**src/include/usf_consts.vh**
```
`ifndef USF_CONSTS_VH
`define USF_CONSTS_VH

// Register byte offsets
`define USF_OFS_CONFIG 8'h50
`define USF_OFS_RESUME1 8'h54
`define USF_OFS_RESUME2 8'h58
`define USF_OFS_PAUSE1 8'h5C
`define USF_OFS_PAUSE2 8'h60
`define USF_OFS_IRQ_STATUS 8'h64
`define USF_OFS_IRQ_ENABLE 8'h68
`define USF_OFS_IRQ_CLEAR 8'h6C
`define USF_OFS_IRQ_MASKED 8'h70

// Configuration fields
`define USF_CFG_EN 0
`define USF_CFG_RXM_HI 2
`define USF_CFG_RXM_LO 1
`define USF_CFG_TXM_HI 4
`define USF_CFG_TXM_LO 3
`define USF_CFG_ANY 5
`define USF_CFG_SPEC 6
`define USF_CFG_W 7

// Flow mode encodings
`define USF_MODE_OFF 2'h0
`define USF_MODE_SET1 2'h1
`define USF_MODE_SET2 2'h2
`define USF_MODE_BOTH 2'h3

// Interrupt status bits
`define USF_IRQ_RESUME 0
`define USF_IRQ_SPECIAL 1
`define USF_IRQ_PAUSE 11
`define USF_IRQ_W 12

// Reset values
`define USF_RST_CFG 7'h00
`define USF_RST_CHAR 8'h00
`define USF_RST_IRQ 12'h000
`define USF_ZERO32 32'h00000000

`endif

```
**src/hdl/usf_char_match.v**
```verilog
// Compare one received character against one programmed value
module usf_char_match (
  input wire [7:0] rx_char,
  input wire [7:0] ref_char,
  input wire enable,
  output wire hit
);

  assign hit = enable & (rx_char == ref_char);

endmodule

```
**src/hdl/usf_soft_flow.v**
```verilog
// Overview of operation
// [RULE1] Feature works only while global enable bit 0 of configuration is one; special-character detection here runs on bit 6 alone.
// [RULE2] Receive mode bits 2:1 pick off, set one, set two, or both sets.
// [RULE3] Transmit mode bits 4:3 pick off, set one, set two, or both sets.
// [RULE4] Resume-on-any bit 5 lets every received character count as resume; here a received pause character pauses instead.
// [RULE5] Special-character detection runs only while bit 6 is set.
// [RULE6] First resume character is 8 bits at offset 0x54.
// [RULE7] Second resume character is 8 bits at offset 0x58.
// [RULE8] First pause character is 8 bits at offset 0x5C.
// [RULE9] Second pause character is 8 bits at offset 0x60.
// [RULE10] All configuration and character registers read zero after reset.
// [RULE11] Valid pause sets status bit 11; masked view and write-one clear.
// [RULE12] Transmit flow active: pause stops new characters, valid resume restarts.
// [RULE13] Remote stops sending after our pause, restarts after our resume.
`include "usf_consts.vh"

module usf_soft_flow (
  input wire clk,
  input wire rst_n,
  input wire [7:0] avs_address,
  input wire avs_read,
  input wire avs_write,
  input wire [31:0] avs_writedata,
  input wire [3:0] avs_byteenable,
  output reg [31:0] avs_readdata,
  output reg avs_waitrequest,
  input wire rx_valid,
  input wire [7:0] rx_data,
  output reg rx_out_valid,
  output reg [7:0] rx_out_data,
  input wire rx_fill_high,
  input wire rx_fill_low,
  output reg send_req,
  output reg [7:0] send_char,
  input wire send_ack,
  output reg tx_hold,
  output reg irq
);

  ////////////////////////////////////////////////////////////////////////////
  // Registers

  reg [`USF_CFG_W-1:0] cfg_q;
  reg [7:0] resume1_q;
  reg [7:0] resume2_q;
  reg [7:0] pause1_q;
  reg [7:0] pause2_q;
  reg [`USF_IRQ_W:0] irq_stat_q;
  reg [`USF_IRQ_W:0] irq_en_q;
  reg paused_q;
  reg remote_paused_q;
  reg [1:0] send_st_q;

  wire glob_en = cfg_q[`USF_CFG_EN];
  wire [1:0] rx_mode = cfg_q[`USF_CFG_RXM_HI:`USF_CFG_RXM_LO];
  wire [1:0] tx_mode = cfg_q[`USF_CFG_TXM_HI:`USF_CFG_TXM_LO];
  wire any_resume = cfg_q[`USF_CFG_ANY];
  wire spec_en = cfg_q[`USF_CFG_SPEC];

  ////////////////////////////////////////////////////////////////////////////
  // Avalon-MM slave: one wait cycle, then a single low cycle

  wire req = avs_read | avs_write;
  wire accept = req & ~avs_waitrequest;
  wire do_write = avs_write & ~avs_waitrequest;
  wire be0 = avs_byteenable[0];
  wire be1 = avs_byteenable[1];

  wire [`USF_IRQ_W:0] irq_masked = irq_stat_q & irq_en_q;

  reg [31:0] rdata_d;
  always @* begin
    rdata_d = `USF_ZERO32;
    case (avs_address)
      `USF_OFS_CONFIG: rdata_d[`USF_CFG_W-1:0] = cfg_q;
      `USF_OFS_RESUME1: rdata_d[7:0] = resume1_q; // see [RULE6]
      `USF_OFS_RESUME2: rdata_d[7:0] = resume2_q; // see [RULE7]
      `USF_OFS_PAUSE1: rdata_d[7:0] = pause1_q; // see [RULE8]
      `USF_OFS_PAUSE2: rdata_d[7:0] = pause2_q; // see [RULE9]
      `USF_OFS_IRQ_STATUS: rdata_d[`USF_IRQ_W:0] = irq_stat_q;
      `USF_OFS_IRQ_ENABLE: rdata_d[`USF_IRQ_W:0] = irq_en_q;
      `USF_OFS_IRQ_MASKED: rdata_d[`USF_IRQ_W:0] = irq_masked; // see [RULE11]
      default: rdata_d = `USF_ZERO32;
    endcase
  end

  always @(posedge clk) begin
    if (!rst_n) begin
      avs_waitrequest <= 1'b1;
      avs_readdata <= `USF_ZERO32;
    end else begin
      // Low for exactly one cycle per request, so a held request is not doubled
      avs_waitrequest <= ~(req & avs_waitrequest);
      if (avs_read & avs_waitrequest) begin
        avs_readdata <= rdata_d;
      end
    end
  end

  always @(posedge clk) begin
    if (!rst_n) begin
      cfg_q <= `USF_RST_CFG; // see [RULE10]
      resume1_q <= `USF_RST_CHAR; // see [RULE10]
      resume2_q <= `USF_RST_CHAR;
      pause1_q <= `USF_RST_CHAR;
      pause2_q <= `USF_RST_CHAR;
      irq_en_q <= {(`USF_IRQ_W+1){1'b0}};
    end else if (do_write) begin
      case (avs_address)
        `USF_OFS_CONFIG: begin
          if (be0) begin
            cfg_q <= avs_writedata[`USF_CFG_W-1:0];
          end
        end
        `USF_OFS_RESUME1: begin
          if (be0) begin
            resume1_q <= avs_writedata[7:0]; // see [RULE6]
          end
        end
        `USF_OFS_RESUME2: begin
          if (be0) begin
            resume2_q <= avs_writedata[7:0]; // see [RULE7]
          end
        end
        `USF_OFS_PAUSE1: begin
          if (be0) begin
            pause1_q <= avs_writedata[7:0]; // see [RULE8]
          end
        end
        `USF_OFS_PAUSE2: begin
          if (be0) begin
            pause2_q <= avs_writedata[7:0]; // see [RULE9]
          end
        end
        `USF_OFS_IRQ_ENABLE: begin
          if (be0) begin
            irq_en_q[7:0] <= avs_writedata[7:0];
          end
          if (be1) begin
            irq_en_q[`USF_IRQ_W:8] <= avs_writedata[`USF_IRQ_W:8];
          end
        end
        default: begin
        end
      endcase
    end
  end

  ////////////////////////////////////////////////////////////////////////////
  // Received character classification

  wire tx_fc_on = glob_en & (tx_mode != `USF_MODE_OFF); // see [RULE1]
  wire use1 = (tx_mode == `USF_MODE_SET1) | (tx_mode == `USF_MODE_BOTH); // see [RULE3]
  wire use2 = (tx_mode == `USF_MODE_SET2) | (tx_mode == `USF_MODE_BOTH); // see [RULE3]

  wire hit_p1;
  wire hit_p2;
  wire hit_r1;
  wire hit_r2;
  wire hit_spec;

  usf_char_match u_pause1 (
    .rx_char(rx_data),
    .ref_char(pause1_q),
    .enable(tx_fc_on & use1),
    .hit(hit_p1)
  );

  usf_char_match u_pause2 (
    .rx_char(rx_data),
    .ref_char(pause2_q),
    .enable(tx_fc_on & use2),
    .hit(hit_p2)
  );

  usf_char_match u_resume1 (
    .rx_char(rx_data),
    .ref_char(resume1_q),
    .enable(tx_fc_on & use1),
    .hit(hit_r1)
  );

  usf_char_match u_resume2 (
    .rx_char(rx_data),
    .ref_char(resume2_q),
    .enable(tx_fc_on & use2),
    .hit(hit_r2)
  );

  // Special character is the second pause value, watched without flow control
  usf_char_match u_special (
    .rx_char(rx_data),
    .ref_char(pause2_q),
    .enable(spec_en), // see [RULE5]
    .hit(hit_spec)
  );

  wire is_pause = rx_valid & (hit_p1 | hit_p2);
  // Pause outranks resume-on-any, else a pause char would also resume
  wire is_resume = rx_valid & ~is_pause & (hit_r1 | hit_r2 | (tx_fc_on & any_resume)); // see [RULE4]
  wire is_flow_char = rx_valid & (hit_p1 | hit_p2 | hit_r1 | hit_r2);
  wire is_special = rx_valid & hit_spec;

  ////////////////////////////////////////////////////////////////////////////
  // Transmit gating and receive forwarding

  always @(posedge clk) begin
    if (!rst_n) begin
      paused_q <= 1'b0;
      tx_hold <= 1'b0;
      rx_out_valid <= 1'b0;
      rx_out_data <= `USF_RST_CHAR;
    end else begin
      if (!tx_fc_on) begin
        paused_q <= 1'b0;
      end else if (is_pause) begin
        paused_q <= 1'b1; // see [RULE12]
      end else if (is_resume) begin
        paused_q <= 1'b0; // see [RULE12]
      end
      tx_hold <= tx_fc_on & (is_pause | (paused_q & ~is_resume)); // see [RULE12]
      // Flow characters are consumed, not passed to the receive data path
      rx_out_valid <= rx_valid & ~is_flow_char;
      if (rx_valid) begin
        rx_out_data <= rx_data;
      end
    end
  end

  ////////////////////////////////////////////////////////////////////////////
  // Receive flow control: ask the transmitter to send pause or resume

  localparam ST_IDLE = 2'h0;
  localparam ST_SEND1 = 2'h1;
  localparam ST_SEND2 = 2'h2;

  wire rx_fc_on = glob_en & (rx_mode != `USF_MODE_OFF); // see [RULE1]
  wire rx_use1 = (rx_mode == `USF_MODE_SET1) | (rx_mode == `USF_MODE_BOTH); // see [RULE2]
  wire rx_both = (rx_mode == `USF_MODE_BOTH); // see [RULE2]

  wire want_pause = rx_fc_on & ~remote_paused_q & rx_fill_high;
  wire want_resume = rx_fc_on & remote_paused_q & rx_fill_low;

  // The remote is relied on to stop after our pause and wait for our resume
  always @(posedge clk) begin
    if (!rst_n) begin
      send_st_q <= ST_IDLE;
      remote_paused_q <= 1'b0;
      send_req <= 1'b0;
      send_char <= `USF_RST_CHAR;
    end else begin
      case (send_st_q)
        ST_IDLE: begin
          if (!rx_fc_on) begin
            remote_paused_q <= 1'b0;
          end else if (want_pause | want_resume) begin
            remote_paused_q <= want_pause; // see [RULE13]
            send_req <= 1'b1;
            if (rx_use1) begin
              send_char <= want_pause ? pause1_q : resume1_q;
              send_st_q <= ST_SEND1;
            end else begin
              send_char <= want_pause ? pause2_q : resume2_q;
              send_st_q <= ST_SEND2;
            end
          end
        end
        ST_SEND1: begin
          if (send_ack) begin
            if (rx_both) begin
              send_char <= remote_paused_q ? pause2_q : resume2_q; // see [RULE2]
              send_st_q <= ST_SEND2;
            end else begin
              send_req <= 1'b0;
              send_st_q <= ST_IDLE;
            end
          end
        end
        ST_SEND2: begin
          if (send_ack) begin
            send_req <= 1'b0;
            send_st_q <= ST_IDLE;
          end
        end
        default: begin
          send_req <= 1'b0;
          send_st_q <= ST_IDLE;
        end
      endcase
    end
  end

  ////////////////////////////////////////////////////////////////////////////
  // Interrupts: hardware set beats a write-one clear in the same cycle

  wire clr_hit = do_write & (avs_address == `USF_OFS_IRQ_CLEAR);
  wire [`USF_IRQ_W:0] clr_mask = clr_hit ?
      {avs_writedata[`USF_IRQ_W:8] & {(`USF_IRQ_W-7){be1}}, avs_writedata[7:0] & {8{be0}}} :
      {(`USF_IRQ_W+1){1'b0}};
  reg [`USF_IRQ_W:0] set_mask;

  always @* begin
    set_mask = {(`USF_IRQ_W+1){1'b0}};
    set_mask[`USF_IRQ_PAUSE] = is_pause; // see [RULE11]
    set_mask[`USF_IRQ_RESUME] = is_resume & paused_q;
    set_mask[`USF_IRQ_SPECIAL] = is_special; // see [RULE5]
  end

  always @(posedge clk) begin
    if (!rst_n) begin
      irq_stat_q <= {(`USF_IRQ_W+1){1'b0}};
      irq <= 1'b0;
    end else begin
      irq_stat_q <= (irq_stat_q & ~clr_mask) | set_mask; // see [RULE11]
      irq <= |(((irq_stat_q & ~clr_mask) | set_mask) & irq_en_q);
    end
  end

endmodule

```
**config.mk**
```make
export PLATFORM = sky130hd
export DESIGN_NAME = usf_soft_flow
export DESIGN_NICKNAME = d
export VERILOG_FILES = /design/src/hdl/usf_char_match.v /design/src/hdl/usf_soft_flow.v
export VERILOG_INCLUDE_DIRS = /design/src /design/src/include
export SDC_FILE = /design/constraint.sdc
export NUM_CORES = 1
export LEC_CHECK = 0
export ABC_AREA = 1
export BUFFER_PORTS_ARGS = -buffer_cell sky130_fd_sc_hd__buf_2
export CAP_MARGIN = 20
export CELL_PAD_IN_SITES_DETAIL_PLACEMENT = 1
export CELL_PAD_IN_SITES_GLOBAL_PLACEMENT = 1
export CORE_MARGIN = 3
export CORE_UTILIZATION = 35
export CTS_BUF_LIST = sky130_fd_sc_hd__clkbuf_4 sky130_fd_sc_hd__clkbuf_8
export DETAILED_ROUTE_END_ITERATION = 7
export PLACE_DENSITY = 0.72
export SKIP_LAST_GASP = 1
export SYNTH_ARGS = -nofsm -noshare
export SYNTH_HDL_FRONTEND = slang
export SYNTH_HIERARCHICAL = 1
export SYNTH_SLANG_ARGS = --single-unit
```
**constraint.sdc**
```tcl
create_clock -name clk -period 1.75 [get_ports clk]
set_input_delay 0.0875 -clock clk [delete_from_list [all_inputs] [get_ports clk]]
set_output_delay 0.0875 -clock clk [all_outputs]
set_load 0.05 [all_outputs]
```
==> flow_metrics.tcl <==
set metrics [dict create \
    async_reset_ff_frac 0 \
    min_path_cells 3 \
    grt_max_degree 34 \
    worst_ir_drop_vdd_uv 376.2 \
    final_util 0.4306 \
    cts_tree "built" \
    p_total_w 0.004405 \
    regToRegEndpoint "irq$_SDFF_PN0_" \
    initial_core_util 0.3613 \
    max_freq_mhz 604.4 \
    fp.dieH_um 137.3 \
    io_pins 113 \
    seq_area_frac_synth 0.3417 \
    final_nets 1116 \
    routedWlPerCell_um 16.70 \
    finalHoldViolations 0 \
    outcome "complete, no violations" \
    drt_iter0_markers 365 \
    synth_edf_count 0 \
    hold_class "primary input to flop" \
    fin_crit_sh 0.9455 \
    overflow 0 \
    track_usage 0.2315 \
    fin_area_um2 7192 \
    crit_path_frequent_cell "nand2_1" \
    die_x_um 137.3 \
    dr.pass1.iters 5 \
    finClkSkew_ns 0.01182 \
    startpoint_type "flop" \
    core_area_um2 16700 \
    fp.dieArea_um2 18850 \
    rsz0062_at_grt "true" \
    power-per-cell-area_nw_per_um2 612.4 \
    setup_viol 0 \
    critical_path_required_ns 2.06 \
    drc_errors 0 \
    slowest_stage "dfxtp_1" \
    cts.sinks 103 \
    instances_no_fill 1281 \
    cap_violations 0 \
    crit_fanout 3 \
    cp_cell_sequence "inv_1 > nand2_1 > nand2_1 > nor2_1 > nand3_1 > nor2_2 > or2_4 > nor2_4 > nand3_1 > nand2_1 > nand2_1 > nand2_1 > inv_1 > nand2_1 > nor2_1 > nor2_1" \
    critical_path.max_stage_delay_ns 0.38 \
    clkTransAtPathRegs_ns 0.11 \
    dp.cells 1256 \
    switching_share 0.3064 \
    combPwrFrac 0.130 \
    numCtsBuffers 9 \
    syn_avg_cell_area_um2 6.406 \
    hpwlAfterDp_um 16610 \
    period_needed_ns 1.655 \
    endpoint_kind "flop" \
    wl_um 21400 \
    grt_first_pass_wirelength_um 33470 \
    clock_latency_ns 0.40 \
    grt_pass1_vias 6177 \
    arrival_ns 1.96 \
    row_count 47 \
    syn_to_final_growth_pct 19.18 \
    reg2reg_slack_ns 0.1 \
    p_clk_frac 0.333 \
    final_layout_size_suffix_gt1_frac 0.2102 \
    worstSetupPathType "flop to flop" \
    ys_types 38 \
    p_int_w 0.003055 \
    via_count 6416 \
    switchingPower_w 0.001350 \
    gp_congestion 0.9070 \
    worstReg2RegStart "pause1_q[4]$_SDFFE_PN0P_" \
    reg2reg_depth 16 \
    synth-seq-cells 103 \
    antenna_found_initial 0 \
    viasPerCell 5.009 \
    io_buffers 72 \
    ys_warn_count 6 \
    power_frac_seq 0.538 \
    n_antenna_cell 0 \
    synthesis.area_um2 6035 \
    htreeDepth 3 \
    synthFlopType "dfxtp_1" \
    timing.final.max_slew_violations 0 \
    drtAntennaViolNets 0 \
    min_to "cfg_q[6]$_SDFFE_PN0P_" \
    clock-root-buffer "clkbuf_8" \
    ctsLongestPathBuffers 2 \
    worstHoldStart "avs_writedata[6]" \
    dpl_cell_area_um2 6882 \
    synth_cells 942 \
    p_leak_nw 3.142 \
]
power groups by stage:
| stage | logic, W | clock network [W] | registers, W |
|---|---|---|---|
| floorplan | 0.000328 | 0 | 0.00248 |
| global placement | 0.000547 | 0 | 0.00242 |
| detailed placement | 0.000554 | 0 | 0.00242 |
| CTS | 0.000570 | 0.00151 | 0.00237 |
| global route | 0.000622 | 0.00160 | 0.00237 |
| finish | 0.000572 | 0.00146 | 0.00237 |
flip-flops by register name, summed over array words and instances, names as in the netlist, 8 cells and up:
name          flops
avs_readdata     13
irq_en_q         13
irq_stat_q       13
pause1_q          8
pause2_q          8
resume1_q         8
resume2_q         8
rx_out_data       8
send_char         8
area by class of cell:
class | count | area, um2
flip-flops and latches | 103 | 2077
clock inverters | 6 | 46.29
well taps | 220 | 275.3
clock buffers | 10 | 131.4
repair buffers | 138 | 950.9
inverters | 132 | 495.5
multi-input cells | 672 | 3216
fillers | 2269 | 9509
cells by family (layout without fill, tap and decap cells):
logic type	Yosys count	in the layout	synth area share
AOI/OAI and AO/OA	216	216	0.1912
xor gates and xnor gates	10	10	0.01451
buffers and inverters	185	286	0.1395
DFF	103	103	0.3417
other	1	19	0.0006214
and+or+nand+nor	427	427	0.3125
through the flow:
step / setup WS, ns / setup TNS (ns) / hold WS, ns
after floorplan: 0.1454 / 0 / 0.2034
after global placement: -0.003361 / -0.003361 / 0.3095
after detailed placement: -0.04080 / -0.04080 / 0.3150
after CTS: 0.005722 / 0 / 0.02774
after global routing: -0.05845 / -0.05845 / 0.04134
final: 0.09540 / 0 / 0.05435
placed cells by master (no fill, tap or decap), drive strengths merged:
cell type and instances:
o221ai 2, a31oi 8, buf 130, nand3b 1
o21ai 105, clkbuf 10, nor3b 1, xnor2 10
nand3 49, o21a 5, nor3 3, nand4 17
conb 19, nand2 269, inv 132, clkinvlp 2
dfxtp 103, or2 1, nor2 85, clkinv 4
a21oi 85, and3 1, dlygate4sd3 8, a211oi 2
o211ai 9
critical path, delay by kind of cell, from the launching register on:
family,cells,cell delay [ns]
buf+inv,2,0.11
flops,1,0.38
simple gates,14,1.06
synth_stat cells, types with 9 or more instances:
cell | count | share of area
a21oi_1 | 84 | 0.070
buf_4 | 22 | 0.027
clkbuf_1 | 16 | 0.010
dfxtp_1 | 103 | 0.34
inv_1 | 111 | 0.069
inv_2 | 20 | 0.012
nand2_1 | 254 | 0.16
nand2_2 | 14 | 0.015
nand3_1 | 47 | 0.039
nand4_1 | 16 | 0.017
nor2_1 | 68 | 0.042
nor2_2 | 13 | 0.013
o211ai_1 | 9 | 0.011
o21ai_0 | 97 | 0.080
xnor2_1 | 10 | 0.015
routing by layer:
layer | part of all wire | vias to the layer above | track usage
li1 | - | 3207 | -
met1 | 0.46 | 3036 | 0.3040
met2 | 0.47 | 134 | 0.3847
met3 | 0.041 | 39 | 0.04529
met4 | 0.027 | 0 | 0.07040
met5 | 0 | - | 0
how the worst max path moves through the flow:
stage	startpoint	slack (ns)	to	cells past startpoint
finish	pause1_q[4]$_SDFFE_PN0P_	0.1	irq$_SDFF_PN0_	16
global route	pause1_q[4]$_SDFFE_PN0P_	-0.06	irq$_SDFF_PN0_	16
CTS	pause1_q[1]$_SDFFE_PN0P_	0.006	irq$_SDFF_PN0_	14
detailed placement	pause2_q[2]$_SDFFE_PN0P_	-0.04	irq$_SDFF_PN0_	15
global placement	pause2_q[2]$_SDFFE_PN0P_	-0.003	irq$_SDFF_PN0_	15
floorplan	pause2_q[1]$_SDFFE_PN0P_	0.15	irq$_SDFF_PN0_	14
timing repair:
action | CTS | global route
hold buffers | 8 | 0
pin swaps | 0 | 0
setup buffers | 0 | 1
resized for setup | 4 | 13
endpoints found under the setup margin | 1 | 5
cloned | 0 | 0
endpoints found under the hold margin | 8 | 0
No activity file was read; power rests on OpenSTA's default activity.
